==> src/design/tcc_pkg.sv <==
/*
 * Shared constants and types of the timer capture/compare unit:
 * register indices and byte addresses, reset values, field positions,
 * channel counts and the capture event carrier.
 * Assumes an 8-bit APB address and one 32-bit word per register.
 */
package tcc_pkg;

    // register indices; the APB byte address is four times the index
    localparam logic [7:0] IDX_PORT_DATA = 8'h00;
    localparam logic [7:0] IDX_PORT_DIR = 8'h01;
    localparam logic [7:0] IDX_M1_MASK = 8'h0C;
    localparam logic [7:0] IDX_M1_DATA = 8'h0D;
    localparam logic [7:0] IDX_CAP1 = 8'h10;
    localparam logic [7:0] IDX_CAP2 = 8'h12;
    localparam logic [7:0] IDX_CAP3 = 8'h14;
    localparam logic [7:0] IDX_CMP1 = 8'h16;
    localparam logic [7:0] IDX_CMP2 = 8'h18;
    localparam logic [7:0] IDX_CMP3 = 8'h1A;
    localparam logic [7:0] IDX_CMP4 = 8'h1C;
    localparam logic [7:0] IDX_SHARED = 8'h1E;
    localparam logic [7:0] IDX_ACT = 8'h20;
    localparam logic [7:0] IDX_EDGE = 8'h21;
    localparam logic [7:0] IDX_MASK = 8'h22;
    localparam logic [7:0] IDX_FLAG = 8'h23;
    localparam logic [7:0] IDX_ACC = 8'h26;

    // byte addresses
    localparam logic [7:0] ADDR_PORT_DATA = {IDX_PORT_DATA[5:0], 2'b00};
    localparam logic [7:0] ADDR_PORT_DIR = {IDX_PORT_DIR[5:0], 2'b00};
    localparam logic [7:0] ADDR_M1_MASK = {IDX_M1_MASK[5:0], 2'b00};
    localparam logic [7:0] ADDR_M1_DATA = {IDX_M1_DATA[5:0], 2'b00};
    localparam logic [7:0] ADDR_CAP1 = {IDX_CAP1[5:0], 2'b00};
    localparam logic [7:0] ADDR_CAP2 = {IDX_CAP2[5:0], 2'b00};
    localparam logic [7:0] ADDR_CAP3 = {IDX_CAP3[5:0], 2'b00};
    localparam logic [7:0] ADDR_CMP1 = {IDX_CMP1[5:0], 2'b00};
    localparam logic [7:0] ADDR_CMP2 = {IDX_CMP2[5:0], 2'b00};
    localparam logic [7:0] ADDR_CMP3 = {IDX_CMP3[5:0], 2'b00};
    localparam logic [7:0] ADDR_CMP4 = {IDX_CMP4[5:0], 2'b00};
    localparam logic [7:0] ADDR_SHARED = {IDX_SHARED[5:0], 2'b00};
    localparam logic [7:0] ADDR_ACT = {IDX_ACT[5:0], 2'b00};
    localparam logic [7:0] ADDR_EDGE = {IDX_EDGE[5:0], 2'b00};
    localparam logic [7:0] ADDR_MASK = {IDX_MASK[5:0], 2'b00};
    localparam logic [7:0] ADDR_FLAG = {IDX_FLAG[5:0], 2'b00};
    localparam logic [7:0] ADDR_ACC = {IDX_ACC[5:0], 2'b00};

    // values after reset
    localparam logic [15:0] CMP_RST = 16'hFFFF;
    localparam logic [7:0] CTL_RST = 8'h00;
    localparam logic [4:0] PIN_RST = 5'h00;

    // field positions and channel layout
    localparam int unsigned SEL_BIT = 2;
    localparam int unsigned N_CAP = 4;
    localparam int unsigned N_CMP = 5;
    localparam int unsigned N_PIN = 5;
    localparam int unsigned PIN_LO = 3;
    localparam int unsigned CAP_PIN [4] = '{2, 1, 0, 3};
    localparam int unsigned CAP_EDGE_POS [4] = '{4, 2, 0, 6};

    // one capture transfer: strobe plus the count to store
    typedef struct packed {
        logic load;
        logic [15:0] value;
    } tcc_cap_t;

endpackage

==> src/design/tcc_capture_channel.sv <==
/*
 * One input capture channel: pin synchroniser, edge select, and the
 * hold path that delays a capture blocked by a capture register read.
 * Assumes the count input is on sys_clk_in and the pin is asynchronous.
 */
`timescale 1ns/100ps
module tcc_capture_channel (
    input wire logic sys_clk_in,
    input wire logic srst_in,
    input wire logic pin_in,
    input wire logic [1:0] edge_sel_in,
    input wire logic enable_in,
    input wire logic block_in,
    input wire logic [15:0] count_in,
    output tcc_pkg::tcc_cap_t cap_out
);

    logic sync1_q;
    logic sync2_q;
    logic prev_q;
    logic pend_q;
    logic pend_d;
    logic [15:0] pend_val_q;
    logic [15:0] pend_val_d;
    tcc_pkg::tcc_cap_t cap_q;
    tcc_pkg::tcc_cap_t cap_d;
    logic rise;
    logic fall;
    logic hit;

    // two-stage pin synchroniser, then edge history
    always_ff @(posedge sys_clk_in) begin
        if (srst_in) begin
            sync1_q <= 1'b0;
            sync2_q <= 1'b0;
            prev_q <= 1'b0;
        end else begin
            sync1_q <= pin_in;
            sync2_q <= sync1_q;
            prev_q <= sync2_q;
        end
    end

    // edge select: low bit rising, high bit falling, both any edge
    assign rise = sync2_q & ~prev_q;
    assign fall = ~sync2_q & prev_q;
    assign hit = enable_in & ((edge_sel_in[0] & rise) | (edge_sel_in[1] & fall));

    // transfer now, or hold one cycle while a capture register read blocks
    always_comb begin
        cap_d = '0;
        pend_d = pend_q;
        pend_val_d = pend_val_q;
        if (block_in) begin
            if (hit) begin
                pend_d = 1'b1;
                pend_val_d = count_in;
            end
        end else if (pend_q) begin
            cap_d.load = 1'b1;
            cap_d.value = pend_val_q;
            pend_d = hit;
            pend_val_d = count_in;
        end else if (hit) begin
            cap_d.load = 1'b1;
            cap_d.value = count_in;
        end
    end

    // capture strobe and held value registers
    always_ff @(posedge sys_clk_in) begin
        if (srst_in) begin
            pend_q <= 1'b0;
            pend_val_q <= 16'h0000;
            cap_q <= '0;
        end else begin
            pend_q <= pend_d;
            pend_val_q <= pend_val_d;
            cap_q <= cap_d;
        end
    end

    assign cap_out = cap_q;

    // assertions
    a_block_no_load: assert property (@(posedge sys_clk_in) disable iff (srst_in)
        hit && block_in |=> !cap_out.load)
        else $error("capture transferred during a blocked cycle");
    a_block_held: assert property (@(posedge sys_clk_in) disable iff (srst_in)
        (hit && block_in) ##1 !block_in |=> cap_out.load && cap_out.value == $past(count_in, 2))
        else $error("blocked capture was lost or changed");

endmodule // tcc_capture_channel

==> src/design/tcc_top.sv <==
/*
 * Timer capture/compare unit: four capture channels, five compare
 * channels with pin actions, flag and mask registers, APB slave.
 * Assumes the free-running count is produced on sys_clk_in elsewhere and
 * that pin inputs are asynchronous; the bench resolves pin wires.
 */
`timescale 1ns/100ps
// Contract
// - two-bit edge field selects capture edge
// - selected edge copies whole count at once
// - pin edges synchronised before latching count
// - capture read blocks transfer one cycle
// - blocked capture is held, not lost
// - dedicated capture registers ignore reset
// - channels independent, same count same cycle
// - reset clears all edge fields
// - fourth capture only when select set
// - shared register ignores writes while capturing
// - software pin writes trigger fourth capture
// - reset clears direction and select bits
// - compare registers reset to all ones
// - five comparators check every count; the code runs the fifth (shared) comparator only while the select bit is clear
// - match sets flag; mask gates interrupt
// - pin action on every match regardless
// - two-bit field per channel picks action
// - first compare drives pins via mask/data
// - pin change lags match by sync delay
// - 00 off, 01 toggle, 10 low, 11 high
// - first match drives masked pins to data
// - compare write suppresses compare one cycle
module tcc_top (
    input wire logic sys_clk_in,
    input wire logic srst_in,
    input wire logic psel_in,
    input wire logic penable_in,
    input wire logic pwrite_in,
    input wire logic [7:0] paddr_in,
    input wire logic [31:0] pwdata_in,
    output logic [31:0] prdata_out,
    output logic pready_out,
    output logic pslverr_out,
    input wire logic [15:0] free_running_count_in,
    input wire logic [3:0] timer_pin_in,
    output logic [4:0] compare_pins_out,
    output logic [4:0] compare_pins_oe_out,
    output logic timer_irq_out
);

    // register state
    logic [15:0] cap_q [3];
    logic [15:0] cmp_q [4];
    logic [15:0] shared_q;
    logic [7:0] edge_q;
    logic [7:0] act_q;
    logic [7:0] mask_q;
    logic [7:0] flag_q;
    logic [7:0] flag_d;
    logic [4:0] m1mask_q;
    logic [4:0] m1data_q;
    logic [4:0] dir_q;
    logic [4:0] pin_q;
    logic [4:0] pin_d;
    logic sel_q;
    logic [4:0] inhib_q;
    logic [4:0] match_q;
    logic [15:0] count_q;
    logic pready_q;
    logic pslverr_q;
    logic [31:0] prdata_q;
    logic irq_q;

    // decode wires
    logic commit;
    logic wr_commit;
    logic rd_commit;
    logic s_pdata, s_pdir, s_m1m, s_m1d, s_act, s_edge, s_mask, s_flag, s_acc;
    logic s_shared;
    logic [2:0] s_cap;
    logic [3:0] s_cmp;
    logic mapped;
    logic [31:0] rdata;
    logic [15:0] cmp_val [5];
    logic [4:0] cmp_en;
    logic [4:0] match;
    logic new_count;
    logic [3:0] cap_blk;
    logic [3:0] cap_en;
    logic [4:0] cap_set;
    logic [7:0] flag_set;
    tcc_pkg::tcc_cap_t cap_ev [4];

    // apb phases: one wait cycle, then the commit edge
    assign commit = psel_in & penable_in & pready_q;
    assign wr_commit = commit & pwrite_in;
    assign rd_commit = commit & ~pwrite_in;

    // address decode
    assign s_pdata = paddr_in == tcc_pkg::ADDR_PORT_DATA;
    assign s_pdir = paddr_in == tcc_pkg::ADDR_PORT_DIR;
    assign s_m1m = paddr_in == tcc_pkg::ADDR_M1_MASK;
    assign s_m1d = paddr_in == tcc_pkg::ADDR_M1_DATA;
    assign s_cap[0] = paddr_in == tcc_pkg::ADDR_CAP1;
    assign s_cap[1] = paddr_in == tcc_pkg::ADDR_CAP2;
    assign s_cap[2] = paddr_in == tcc_pkg::ADDR_CAP3;
    assign s_cmp[0] = paddr_in == tcc_pkg::ADDR_CMP1;
    assign s_cmp[1] = paddr_in == tcc_pkg::ADDR_CMP2;
    assign s_cmp[2] = paddr_in == tcc_pkg::ADDR_CMP3;
    assign s_cmp[3] = paddr_in == tcc_pkg::ADDR_CMP4;
    assign s_shared = paddr_in == tcc_pkg::ADDR_SHARED;
    assign s_act = paddr_in == tcc_pkg::ADDR_ACT;
    assign s_edge = paddr_in == tcc_pkg::ADDR_EDGE;
    assign s_mask = paddr_in == tcc_pkg::ADDR_MASK;
    assign s_flag = paddr_in == tcc_pkg::ADDR_FLAG;
    assign s_acc = paddr_in == tcc_pkg::ADDR_ACC;
    assign mapped = s_pdata | s_pdir | s_m1m | s_m1d | (|s_cap) | (|s_cmp) | s_shared
        | s_act | s_edge | s_mask | s_flag | s_acc;

    // read data mux; unimplemented bits read zero
    assign rdata = ({32{s_pdata}} & {24'h000000, pin_q, 3'b000})
        | ({32{s_pdir}} & {24'h000000, dir_q, 3'b000})
        | ({32{s_m1m}} & {24'h000000, m1mask_q, 3'b000})
        | ({32{s_m1d}} & {24'h000000, m1data_q, 3'b000})
        | ({32{s_cap[0]}} & {16'h0000, cap_q[0]})
        | ({32{s_cap[1]}} & {16'h0000, cap_q[1]})
        | ({32{s_cap[2]}} & {16'h0000, cap_q[2]})
        | ({32{s_cmp[0]}} & {16'h0000, cmp_q[0]})
        | ({32{s_cmp[1]}} & {16'h0000, cmp_q[1]})
        | ({32{s_cmp[2]}} & {16'h0000, cmp_q[2]})
        | ({32{s_cmp[3]}} & {16'h0000, cmp_q[3]})
        | ({32{s_shared}} & {16'h0000, shared_q})
        | ({32{s_act}} & {24'h000000, act_q})
        | ({32{s_edge}} & {24'h000000, edge_q})
        | ({32{s_mask}} & {24'h000000, mask_q})
        | ({32{s_flag}} & {24'h000000, flag_q})
        | ({32{s_acc}} & {29'h00000000, sel_q, 2'b00});

    // apb answer registers
    always_ff @(posedge sys_clk_in) begin
        if (srst_in) begin
            pready_q <= 1'b0;
            pslverr_q <= 1'b0;
            prdata_q <= 32'h00000000;
        end else begin
            pready_q <= psel_in & penable_in & ~pready_q;
            pslverr_q <= psel_in & penable_in & ~pready_q & ~mapped;
            prdata_q <= (psel_in & penable_in & ~pready_q & ~pwrite_in) ? rdata : 32'h00000000;
        end
    end

    // capture channels; a read of a capture register blocks its pair
    assign cap_en = {sel_q, 3'b111};
    assign cap_blk = {rd_commit & s_shared, rd_commit & s_cap[2], rd_commit & s_cap[1],
        rd_commit & s_cap[0]};
    genvar i;
    for (i = 0; i < tcc_pkg::N_CAP; i++) begin : g_cap
        tcc_capture_channel u_chan (
            .sys_clk_in(sys_clk_in),
            .srst_in(srst_in),
            .pin_in(timer_pin_in[tcc_pkg::CAP_PIN[i]]),
            .edge_sel_in(edge_q[tcc_pkg::CAP_EDGE_POS[i] +: 2]),
            .enable_in(cap_en[i]),
            .block_in(cap_blk[i]),
            .count_in(free_running_count_in),
            .cap_out(cap_ev[i])
        );
        assign cap_set[i] = cap_ev[i].load & cap_en[i];
    end
    assign cap_set[4] = 1'b0;

    // dedicated capture registers, untouched by reset
    always_ff @(posedge sys_clk_in) begin
        for (int n = 0; n < 3; n++) begin
            if (cap_ev[n].load) begin
                cap_q[n] <= cap_ev[n].value;
            end
        end
    end

    // comparators run once per new count; writes inhibit for one cycle
    assign new_count = free_running_count_in != count_q;
    assign cmp_en = {~sel_q, 4'b1111};
    assign cmp_val[0] = cmp_q[0];
    assign cmp_val[1] = cmp_q[1];
    assign cmp_val[2] = cmp_q[2];
    assign cmp_val[3] = cmp_q[3];
    assign cmp_val[4] = shared_q;
    genvar j;
    for (j = 0; j < tcc_pkg::N_CMP; j++) begin : g_cmp
        assign match[j] = new_count & cmp_en[j] & ~inhib_q[j]
            & (free_running_count_in == cmp_val[j]);
    end

    // flag order: compare one..four, shared, capture one..three
    assign flag_set = {match[0], match[1], match[2], match[3], match[4] | cap_set[3],
        cap_set[0], cap_set[1], cap_set[2]};
    assign flag_d = (flag_q & ~({8{wr_commit & s_flag}} & pwdata_in[7:0])) | flag_set;

    // compare, shared and write-inhibit registers
    always_ff @(posedge sys_clk_in) begin
        if (srst_in) begin
            for (int n = 0; n < 4; n++) begin
                cmp_q[n] <= tcc_pkg::CMP_RST;
            end
            shared_q <= tcc_pkg::CMP_RST;
            inhib_q <= 5'h00;
        end else begin
            for (int n = 0; n < 4; n++) begin
                if (wr_commit & s_cmp[n]) begin
                    cmp_q[n] <= pwdata_in[15:0];
                end
            end
            if (cap_ev[3].load & sel_q) begin
                shared_q <= cap_ev[3].value;
            end else if (wr_commit & s_shared & ~sel_q) begin
                shared_q <= pwdata_in[15:0];
            end
            inhib_q <= {wr_commit & s_shared & ~sel_q, wr_commit & s_cmp[3],
                wr_commit & s_cmp[2], wr_commit & s_cmp[1], wr_commit & s_cmp[0]};
        end
    end

    // control, flag and mask registers
    always_ff @(posedge sys_clk_in) begin
        if (srst_in) begin
            edge_q <= tcc_pkg::CTL_RST;
            act_q <= tcc_pkg::CTL_RST;
            mask_q <= tcc_pkg::CTL_RST;
            flag_q <= tcc_pkg::CTL_RST;
            m1mask_q <= tcc_pkg::PIN_RST;
            m1data_q <= tcc_pkg::PIN_RST;
            dir_q <= tcc_pkg::PIN_RST;
            sel_q <= 1'b0;
            count_q <= 16'h0000;
            match_q <= 5'h00;
            irq_q <= 1'b0;
        end else begin
            if (wr_commit & s_edge) edge_q <= pwdata_in[7:0];
            if (wr_commit & s_act) act_q <= pwdata_in[7:0];
            if (wr_commit & s_mask) mask_q <= pwdata_in[7:0];
            if (wr_commit & s_m1m) m1mask_q <= pwdata_in[7:3];
            if (wr_commit & s_m1d) m1data_q <= pwdata_in[7:3];
            if (wr_commit & s_pdir) dir_q <= pwdata_in[7:3];
            if (wr_commit & s_acc) sel_q <= pwdata_in[tcc_pkg::SEL_BIT];
            flag_q <= flag_d;
            count_q <= free_running_count_in;
            match_q <= match;
            irq_q <= |(flag_q & mask_q);
        end
    end

    // per-pin action: first compare has priority, then own channel, then software
    genvar g;
    for (g = 0; g < tcc_pkg::N_PIN; g++) begin : g_pin
        logic [1:0] act;
        logic own_hit;
        logic own_val;
        logic timer_own;
        if (g < 4) begin : g_own
            assign act = act_q[2 * g +: 2] & {2{cmp_en[4 - g]}};
            assign own_hit = match_q[4 - g] & (|act);
        end else begin : g_none
            assign act = 2'b00;
            assign own_hit = 1'b0;
        end
        assign own_val = act[1] ? act[0] : ~pin_q[g];
        assign timer_own = m1mask_q[g] | (|act);
        // software writes reach only pins the timer does not hold; this is
        // what lets software edges on the shared pin feed the fourth capture
        assign pin_d[g] = (match_q[0] & m1mask_q[g]) ? m1data_q[g]
            : own_hit ? own_val
            : (wr_commit & s_pdata & ~timer_own) ? pwdata_in[g + tcc_pkg::PIN_LO]
            : pin_q[g];
    end

    // pin latch
    always_ff @(posedge sys_clk_in) begin
        if (srst_in) begin
            pin_q <= tcc_pkg::PIN_RST;
        end else begin
            pin_q <= pin_d;
        end
    end

    assign prdata_out = prdata_q;
    assign pready_out = pready_q;
    assign pslverr_out = pslverr_q;
    assign compare_pins_out = pin_q;
    assign compare_pins_oe_out = dir_q;
    assign timer_irq_out = irq_q;

    // assertions
    a_edge_reset: assert property (@(posedge sys_clk_in)
        srst_in |=> edge_q == 8'h00 && !cap_ev[0].load)
        else $error("edge fields not cleared by reset");
    a_cmp_reset: assert property (@(posedge sys_clk_in)
        srst_in |=> shared_q == 16'hFFFF && cmp_q[0] == 16'hFFFF && cmp_q[3] == 16'hFFFF)
        else $error("compare registers not all ones after reset");
    a_sel_dir_reset: assert property (@(posedge sys_clk_in)
        srst_in |=> !sel_q && !compare_pins_oe_out[0])
        else $error("shared pin not input compare after reset");
    a_shared_wr_ign: assert property (@(posedge sys_clk_in) disable iff (srst_in)
        wr_commit && s_shared && sel_q && !cap_ev[3].load |=> $stable(shared_q))
        else $error("shared register written while capturing");
    a_cap_store: assert property (@(posedge sys_clk_in) disable iff (srst_in)
        cap_ev[1].load |=> cap_q[1] == $past(cap_ev[1].value))
        else $error("capture value not stored");
    a_match_flag: assert property (@(posedge sys_clk_in) disable iff (srst_in)
        match[1] |=> flag_q[6] ##1 timer_irq_out == mask_q[6])
        else $error("compare match flag or interrupt wrong");
    a_cmp_inhibit: assert property (@(posedge sys_clk_in) disable iff (srst_in)
        wr_commit && s_cmp[1] |=> !match[1])
        else $error("compare not suppressed after write");
    a_pin_action: assert property (@(posedge sys_clk_in) disable iff (srst_in)
        match[1] && act_q[7:6] == 2'b11 && !m1mask_q[3] ##1 !match_q[0] |=> compare_pins_out[3])
        else $error("set action did not drive pin high");
    a_pin_toggle: assert property (@(posedge sys_clk_in) disable iff (srst_in)
        match_q[1] && act_q[7:6] == 2'b01 && !match_q[0] |=> compare_pins_out[3] != $past(pin_q[3]))
        else $error("toggle action missing");
    a_multi_drive: assert property (@(posedge sys_clk_in) disable iff (srst_in)
        match_q[0] && m1mask_q[4] |=> compare_pins_out[4] == $past(m1data_q[4]))
        else $error("first compare did not drive masked pin");
    a_cap_same: assert property (@(posedge sys_clk_in) disable iff (srst_in)
        cap_ev[0].load && cap_ev[2].load && $past(cap_ev[0].load) == 1'b0
        && $past(cap_ev[2].load) == 1'b0 && !$past(cap_blk[0], 2) && !$past(cap_blk[2], 2)
        |-> cap_ev[0].value == cap_ev[2].value)
        else $error("simultaneous captures differ");

    c_capture: cover property (@(posedge sys_clk_in) disable iff (srst_in) cap_ev[0].load);
    c_shared_cap: cover property (@(posedge sys_clk_in) disable iff (srst_in)
        cap_ev[3].load && sel_q);
    c_compare: cover property (@(posedge sys_clk_in) disable iff (srst_in) match[4]);
    c_multi: cover property (@(posedge sys_clk_in) disable iff (srst_in)
        match_q[0] && m1mask_q != 5'h00);

endmodule // tcc_top

==> config.mk <==
export PLATFORM = sky130hd
export DESIGN_NAME = tcc_top
export DESIGN_NICKNAME = d
export VERILOG_FILES = /design/src/design/tcc_pkg.sv /design/src/design/tcc_capture_channel.sv /design/src/design/tcc_top.sv
export SDC_FILE = /design/constraint.sdc
export NUM_CORES = 1
export LEC_CHECK = 0
export ABC_AREA = 0
export CAP_MARGIN = 25
export CELL_PAD_IN_SITES_DETAIL_PLACEMENT = 0
export CELL_PAD_IN_SITES_GLOBAL_PLACEMENT = 1
export CORE_MARGIN = 8
export CORE_UTILIZATION = 56
export CTS_BUF_LIST = sky130_fd_sc_hd__clkbuf_2 sky130_fd_sc_hd__clkbuf_4 sky130_fd_sc_hd__clkbuf_8
export CTS_CLUSTER_DIAMETER = 80
export DETAILED_ROUTE_END_ITERATION = 8
export DONT_BUFFER_PORTS = 1
export GPL_TIMING_DRIVEN = 0
export PLACE_DENSITY = 0.83
export RECOVER_POWER = 25
export SKIP_LAST_GASP = 1
export SLEW_MARGIN = 40
export SYNTH_ARGS = -nofsm -noshare
export SYNTH_HDL_FRONTEND = slang
export SYNTH_SLANG_ARGS = --single-unit
==> constraint.sdc <==
create_clock -name sys_clk_in -period 7.45 [get_ports sys_clk_in]
set_input_delay 1.49 -clock sys_clk_in [delete_from_list [all_inputs] [get_ports sys_clk_in]]
set_output_delay 1.49 -clock sys_clk_in [all_outputs]
set_load 0.005 [all_outputs]
# Yosys cells after proc, flatten, opt, wreduce, memory -nomap -nowiden
# Memories as Yosys holds them, arrays and structs flattened.
# Cells that the tools add are included.
[word_totals]
register_bits = 278
wordCells = 339
mem_bits_rw = 112
mem_count = 2
out_inout_bits = 45
[op_classes]
mux = 76
n_eq_ne = 26
n_reduce_logical = 27
bitwise = 159
[mem_list]
columns = ["name", "depth", "word_bits", "read_ports", "rd_ports_with_merged_regs", "wr", "line", "source"]
rows = [
  ["cmp_q", 4, 16, 4, 0, 4, "tcc_top.sv:51", "logic [15:0] cmp_q [4];"],
  ["cap_q", 3, 16, 3, 0, 3, "tcc_top.sv:50", "logic [15:0] cap_q [3];"],
]
[op_table]
columns = ["op", "count"]
rows = [
  ["$or 32x32->32", 16],
  ["$mux 16", 18],
  ["$and 32x16->32", 8],
  ["$and 32x8->32", 8],
  ["$mux 17", 8],
  ["$eq 16x16->1", 5],
  ["$and 1x1->1", 69],
  ["$eq 8x7->1 const B", 8],
  ["$mux 1", 50],
  ["$eq 8x8->1 const B", 5],
  ["$and 32x3->32", 1],
  ["$not 1->1", 27],
  ["$and 8x8->8", 3],
  ["$or 1x1->1", 24],
  ["$reduce_or 2->1", 9],
  ["$eq 8x6->1 const B", 2],
  ["$ne 16x16->1", 1],
  ["$reduce_bool 2->1", 6],
  ["$reduce_bool 3->1", 4],
  ["$eq 8x3->1 const B", 1],
  ["$logic_not 8->1", 1],
  ["$ne 2x2->1 const B", 4],
  ["$not 8->8", 1],
  ["$or 8x8->8", 1],
  ["other kinds (5)", 8],
]

# Logic depth before layout (Yosys ltp)
# Gate-level depths: netlist of run 1.
[depth]
depth_word = 18
mapped_depth = 9
mapped_depth_nobuf = 5

# Cells and area by module
# From an unflattened synthesis of run 1, not the netlist that was laid out.
[hier_totals]
hier_cells = 1980
area_unflattened_um2 = 18569.1
[modules_own_cells]
columns = ["module", "seq_area_each_um2", "cells_each", "n_inst", "area_each_um2"]
rows = [
  ["tcc_top", 5645.4, 1012, 1, 10831.6],
  ["tcc_capture_channel", 740.7, 242, 4, 1934.4],
]

# Worst setup path after synthesis of run 1
# Ideal clock, no wire load.
[synth_timing]
path_type = "input-to-reg"
from = "input port paddr_in[3]"
to = "memory cmp_q[1][0], enable pin"
path_buffers = 4
path_slack_ns = 3.771
path_stages = 8
t_required_ns = 7.078
t_arrival_ns = 3.307
setup_ns = 0.372
cell_sequence = "buf_4 > or4_1 > buf_2 > buf_2 > nor2_1 > clkbuf_1 > nand2_1 > nand2_1"
[synth_lines]
columns = ["element", "line", "source"]
rows = [
  ["start: declaration", "tcc_top.sv:37", "input wire logic [7:0] paddr_in,"],
  ["end: declaration", "tcc_top.sv:51", ""],
]

==> run_results.csv, run 1 <==
group,metric,value,unit
detailed_routing,vias_per_cell,6.05,
sta,hold_viol,0,
synth,synth_area_leaders,"dfxtp_1 (33%), edfxtp_1 (21%), mux2i_1 (8.7%)",
detailed_routing,via_count,12500,
min_path,hold_class,"flip-flop to flip-flop",
place,dp_cells,1946,
clock_tree,cts_resized,0,
power,peakVddDrop,0.000157,V
global_route,grt_usage,30.4,%
synth,synth-edff-count,112,
floorplan,initial_core_util,56.5,%
detailed_routing,drt-pass1-iter-count,8,
finish,fill_cells,2431,
detailed_routing,routed_wl,52.9,mm
power,pwr-share-seq,50.9,%
clock_tree,cts.clk_slew.worst_paths,0.06,ns
floorplan,num_io_pins,110,
clock_tree,cts_made_buffers,59,
power,power.internal,3.16,mW
sta,tightest_slew,0.920,ns
worst_setup_path,cp_slowest_cell,"nand2_1",
power,clkPwrFrac,44.0,%
place,hpwl,39.4,mm
place,dp_slack,3.04,ns
sta,finalCriticalPeriod,3.89,ns
detailed_routing,ant_nets,0,
finish,final_area,18000,um^2
synth,synth_top_area_share,32.5,%
clock_tree,root_buffer,"clkbuf_8",
worst_setup_path,critical_path_class,"primary input to flip-flop",
floorplan,row_count,62,
finish,final_util,63.1,%
global_route,antenna_found_initial,2,
worst_setup_path,cp_cell_sequence,"clkbuf_1 > or4_1 > buf_2 > buf_2 > nor2_1 > clkbuf_1 > nand2_1 > nand2_1",
power,swShare,23.6,%
outcome,outcome,"completed",
sta,fmax,257,MHz
finish,nets,1688,
sta,drv_slew,0,
synth,ys_seq_elements,374,
synth,yosysMostFrequentCell,"dfxtp_1",
clock_tree,clock_latency,0.62,ns
finish,stdcell_count,2057,
synth,syn_avg_cell_area,10.4,um^2
worst_setup_path,worstReg2RegStart,"pready_out$_SDFF_PP0_",
worst_setup_path,cp-end-kind,"flip-flop",
job,maxCapViolCount,0,
min_path,hold_path_depth,0,
synth,yosysUniqueCellTypes,69,
synth,seq_area_frac_synth,53.3,%
worst_setup_path,crit_fanout,16,
global_route,grt_pass1_wl,77.2,mm
floorplan,die_area,34500,um^2
detailed_routing,drtIter0Drc,1499,
sta,skew,0.0287,ns
clock_tree,tritoncts,"built",
floorplan,die_x,186,um
clock_tree,cts_max_level,2,
synth,synth_area_leader_cell,"dfxtp_1",
worst_setup_path,start_kind,"primary input",
synth,syn_area,16100,um^2
synth,netlist_top_cells_count,"dfxtp_1 (262), nor2_1 (157), mux2i_1 (140), edfxtp_1 (112), nand2_1 (109)",
worst_setup_path,arrival,4.14,ns
synth,ys_async_sr_fraction,0,%
clock_tree,clockBufferDepth,3,
min_path,worst_hold_startpoint,"g_cap[1].u_chan.cap_out[15]$_SDFF_PP0_",
global_route,grt_pass1_vias,12000,
global_route,grt_overflow,0,
worst_setup_path,r2r_end,"cmp_q[1][6]$_SDFFCE_PN1P_",
min_path,whs_endpoint,"cap_q[0][31]$_DFFE_PP_",
sta,final.setup.tns,0,ns
sta,slew_headroom,38.6,%
floorplan,coreArea,28500,um^2
global_route,grt_max_degree,18,
power,power_frac_comb,5.1,%
clock_tree,post-cts-setup-buffers,0,
worst_setup_path,critPathMaxStageDelay,0.62,ns
place,gp_congestion,0.944,
place,place_area,16700,um^2
clock_tree,cts_sinks,374,
synth,synthFlopType,"dfxtp_1",
place,port_buffers,0,
finish,area_growth,11.7,%
sta,setup_viol,0,
clock_tree,cts_hold_buf,0,
sta,whs,0.395,ns
detailed_routing,drc,0,
worst_setup_path,ff2ff_setup_slack,4.61,ns
sta,rsz0062_at_grt,"false",
worst_setup_path,rr_worst_depth,5,
synth,synthCells,1546,
sta,min_period_over_period,52.3,%
sta,setup_slack,3.56,ns
synth,yosysWarnings,0,
power,power_density,230,nW/um^2
power,power.leakage,6.46,nW
detailed_routing,wire_per_inst,25.7,um
floorplan,fp.dieH,186,um
worst_setup_path,required,7.70,ns
power,net-switching-power,0.977,mW
power,finalPower,4.14,mW
finish,drive_above_1_share,10.5,%
## cells by family (layout without fill, tap and decap cells)
family,after synthesis,after routing,synth area share (%)
buffers and inverters,153,264,4.33
XOR/XNOR,96,96,5.21
AO/OA/AOI/OAI,231,231,9.61
other,1,17,0.0232
AND/OR/NAND/NOR,543,543,18.2
multiplexers,148,148,9.31
flip-flops,374,374,53.3
## cell usage in the layout (no fill, tap or decap), drive strengths merged, types with 13 or more instances in the layout
master | netlist | final
o21ai | 24 | 24
mux2i | 144 | 144
nand2b | 68 | 68
buf | 46 | 47
a22oi | 37 | 37
dfxtp | 262 | 262
nand3b | 55 | 55
nand3 | 15 | 15
a31oi | 15 | 15
nor4 | 28 | 28
edfxtp | 112 | 112
xor2 | 76 | 76
nor2 | 158 | 158
nor3 | 32 | 32
a22o | 13 | 13
nand2 | 109 | 109
a21oi | 79 | 79
xnor2 | 20 | 20
a221oi | 17 | 17
clkinv | 1 | 21
clkbuf | 102 | 187
conb | 1 | 16
nor2b | 33 | 33
## state kept, by name (all words and copies together) (netlist names), 8 cells and up
register                 cells
g_cap.u_chan.cap_out        68
act_q                        8
edge_q                       8
mask_q                       8
count_q                     16
prdata_out                  16
shared_q                    16
flag_q                       8
cmp_q                       64
g_cap.u_chan.pend_val_q     64
cap_q                       48
## worst max-delay path by stage
stage                start                    endpoint  slack, ns  cells after the start
2_1_floorplan  paddr_in[3]   cmp_q[1][0]$_SDFFCE_PN1P_       3.77                      8
3_3_place_gp   paddr_in[3]  cmp_q[1][13]$_SDFFCE_PN1P_       3.04                      8
3_5_place_dp   paddr_in[3]  cmp_q[1][13]$_SDFFCE_PN1P_       3.04                      8
4_1_cts        paddr_in[2]  cmp_q[1][13]$_SDFFCE_PN1P_       3.69                      8
5_1_grt        paddr_in[2]  cmp_q[1][11]$_SDFFCE_PN1P_       3.49                      8
6_report       paddr_in[2]  cmp_q[1][13]$_SDFFCE_PN1P_       3.56                      8
## critical path, delay by kind of cell
family,cells,cell delay (ns)
simple gates,4,1.41
buf+inv,4,1.24
## layout make-up
type / instances / area (um^2) / area share [%]
repair buffers: 1 / 7.51 / 0.0417
multi-input cells: 1034 / 6970 / 38.7
flip-flops and latches: 374 / 8610 / 47.8
well taps: 384 / 480 / 2.67
diodes: 1 / 2.50 / 0.0139
plain buffers: 148 / 683 / 3.79
inverters: 5 / 18.8 / 0.104
clock buffers: 85 / 1070 / 5.94
clock inverters: 25 / 183 / 1.01
## routing by layer
| layer | vias up | wire (um) | GRT usage, % |
|---|---|---|---|
| met5 | - | 10 | 0 |
| met2 | 712 | 23800 | 48.1 |
| met3 | 137 | 5480 | 5.99 |
| met1 | 6001 | 21500 | 40.4 |
| li1 | 5602 | - | - |
| met4 | 2 | 2060 | 12.1 |
## power groups by stage
stage | logic (mW) | clock network, mW | registers, mW
after floorplan | 0.133 | 0 | 2.15
after global placement | 0.202 | 0 | 2.15
after detailed placement | 0.204 | 0 | 2.15
after CTS | 0.205 | 1.84 | 2.10
after global routing | 0.221 | 1.93 | 2.10
final | 0.211 | 1.82 | 2.10
(Power assumes the default switching activity.)
==> inputs of run 2 (changes only) <==
--- a/config.mk
+++ b/config.mk
@@ -10,13 +10,13 @@
 export CELL_PAD_IN_SITES_DETAIL_PLACEMENT = 0
 export CELL_PAD_IN_SITES_GLOBAL_PLACEMENT = 1
 export CORE_MARGIN = 8
-export CORE_UTILIZATION = 56
+export CORE_UTILIZATION = 52
 export CTS_BUF_LIST = sky130_fd_sc_hd__clkbuf_2 sky130_fd_sc_hd__clkbuf_4 sky130_fd_sc_hd__clkbuf_8
 export CTS_CLUSTER_DIAMETER = 80
 export DETAILED_ROUTE_END_ITERATION = 8
 export DONT_BUFFER_PORTS = 1
 export GPL_TIMING_DRIVEN = 0
-export PLACE_DENSITY = 0.83
+export PLACE_DENSITY = 0.77
 export RECOVER_POWER = 25
 export SKIP_LAST_GASP = 1
 export SLEW_MARGIN = 40
==> constraint.sdc (replaced) <==
create_clock -name sys_clk_in -period 3.83 [get_ports sys_clk_in]
set_input_delay 0.766 -clock sys_clk_in [delete_from_list [all_inputs] [get_ports sys_clk_in]]
set_output_delay 0.766 -clock sys_clk_in [all_outputs]
set_load 0.005 [all_outputs]
==> run 2 against run 1 <==
Global-route usage decreased by 2.2 points. Clock skew about the same. Utilization decreased by 3.7 points. Register-to-register slack got worse by 3.6 ns. Combinational power increased by 92%.
==> run_results.csv, run 2 (synthesis results as in run 1) <==
group,metric,value,unit
outcome,outcome,"completed",
power,swShare,23.9,%
global_route,grt_pass1_wl,77.1,mm
finish,diodes,0,
finish,final_cell_mix,"dfxtp_1 (262), nor2_1 (155), mux2i_1 (140), edfxtp_1 (112), nand2_1 (109)",
place,gp_congestion,0.989,
worst_setup_path,critPathMaxStageDelay,0.64,ns
clock_tree,cts_max_level,3,
global_route,grt_usage,28.2,%
clock_tree,cts_made_buffers,66,
detailed_routing,wire_per_inst,25.2,um
sta,rsz0062_at_grt,"false",
detailed_routing,vias_per_cell,5.90,
floorplan,fp.dieH,192,um
place,dp_slack,0.0652,ns
worst_setup_path,worst-path-buf-inv,4,
floorplan,num_io_pins,110,
worst_setup_path,start_kind,"primary input",
worst_setup_path,cp-end-kind,"flip-flop",
finish,drive_above_1_share,11.2,%
sta,fmax,311,MHz
sta,skew,0.0291,ns
clock_tree,cts_hold_buf,0,
sta,drv_slew,0,
power,peakVddDrop,0.000298,V
worst_setup_path,required,4.04,ns
power,finalPower,8.37,mW
finish,fill_cells,2687,
floorplan,row_count,64,
detailed_routing,via_count,12200,
power,clkPwrFrac,46.2,%
floorplan,die_x,192,um
detailed_routing,drt-pass1-iter-count,6,
clock_tree,root_buffer,"clkbuf_8",
clock_tree,post-cts-setup-buffers,0,
place,port_buffers,0,
sta,final.setup.tns,0,ns
finish,area_growth,12.7,%
power,net-switching-power,2.00,mW
floorplan,initial_core_util,52.7,%
global_route,antenna_found_initial,0,
job,maxCapViolCount,0,
sta,hold_viol,0,
detailed_routing,drtIter0Drc,1165,
finish,nets,1695,
power,power.leakage,6.53,nW
clock_tree,cts_sinks,374,
sta,setup_viol,0,
finish,stdcell_count,2077,
global_route,grt_max_degree,18,
detailed_routing,drc,0,
worst_setup_path,cp_cell_sequence,"clkbuf_1 > or4_1 > buf_2 > buf_2 > nor2_1 > clkbuf_1 > nand2_1 > nand2_1",
power,power.internal,6.37,mW
sta,slew_headroom,38.7,%
place,hpwl,38.9,mm
detailed_routing,ant_nets,0,
detailed_routing,routed_wl,52.2,mm
worst_setup_path,crit_fanout,16,
finish,largest_reg_flops,68,
clock_tree,clock_latency,0.60,ns
finish,layout_commonest_cell,"dfxtp_1",
global_route,grt_pass1_vias,11700,
clock_tree,clockBufferDepth,3,
worst_setup_path,cpLargestDelayFamily,"simple AND/OR/NAND/NOR gates",
sta,tightest_slew,0.919,ns
clock_tree,tritoncts,"built",
sta,setup_slack,0.618,ns
global_route,grt_overflow,0,
floorplan,die_area,36900,um^2
worst_setup_path,cp_slowest_cell,"nand2_1",
clock_tree,cts.clk_slew.worst_paths,0.06,ns
floorplan,coreArea,30600,um^2
sta,min_period_over_period,83.9,%
min_path,hold_class,"primary input to flip-flop",
worst_setup_path,critical_path_class,"primary input to flip-flop",
power,power_frac_comb,4.9,%
power,power_density,460,nW/um^2
power,pwr-share-seq,48.9,%
clock_tree,cts_resized,0,
place,dp_cells,1958,
sta,finalCriticalPeriod,3.21,ns
worst_setup_path,arrival,3.42,ns
[run 2: cell count changes in the layout (fill, tap and decap cells not counted), sizes merged]
cell      before  now
clkbuf       187  203
clkinvlp       0    2
clkinv        21   12
bufinv         2    1
diode          1    0
inv            7    8
[run 2: layout make-up]
cell class | instances | area, um^2 | area share, %
sequential | 374 | 8610 | 47.3
multi-input combinational | 1034 | 6970 | 38.3
clock buffer | 101 | 1240 | 6.82
buffer | 148 | 681 | 3.74
tap | 396 | 495 | 2.72
clock inverter | 18 | 166 | 0.915
inverter | 5 | 18.8 | 0.103
timing repair buffer | 1 | 7.51 | 0.0413
[run 2: power groups by stage]
stage / combinational (mW) / sequential, mW / clock, mW
6_report: 0.406 / 4.09 / 3.87
5_1_grt: 0.428 / 4.09 / 4.11
4_1_cts: 0.396 / 4.09 / 3.92
3_5_place_dp: 0.394 / 4.18 / 0
3_3_place_gp: 0.392 / 4.18 / 0
2_1_floorplan: 0.258 / 4.18 / 0
[run 2: metal layers]
| layer | routed length (um) | global-route usage, % |
|---|---|---|
| met4 | 1820 | 10.1 |
| met1 | 22500 | 38.0 |
| met2 | 23600 | 44.5 |
| met5 | 0 | 0 |
| met3 | 4330 | 5.65 |
[run 2: final timing paths]
path / from / endpoint / slack [ns] / depth (start not counted)
hold reg to reg: g_cap[1].u_chan.cap_out[9]$_SDFF_PP0_ / cap_q[0][25]$_DFFE_PP_ / 0.40 / 0
hold / removal: timer_pin_in[1] / g_cap[1].u_chan.sync1_q$_SDFF_PP0_ / 0.32 / 1
setup / recovery: paddr_in[2] / cmp_q[1][1]$_SDFFCE_PN1P_ / 0.62 / 8
setup reg to reg: pready_out$_SDFF_PP0_ / g_cap[0].u_chan.pend_val_q[9]$_SDFFE_PP0P_ / 1.06 / 6
[run 2: stage by stage]
stage | area, um^2 | util [%] | hold slack, ns
after CTS | 18100 | 59.3 | 0.273
final | 18200 | 59.4 | 0.317
after floorplan | 16200 | - | 0.384
after global placement | 16700 | 54.6 | 0.387
after global routing | 18200 | 59.4 | 0.281
after detailed placement | 16700 | 54.7 | 0.389
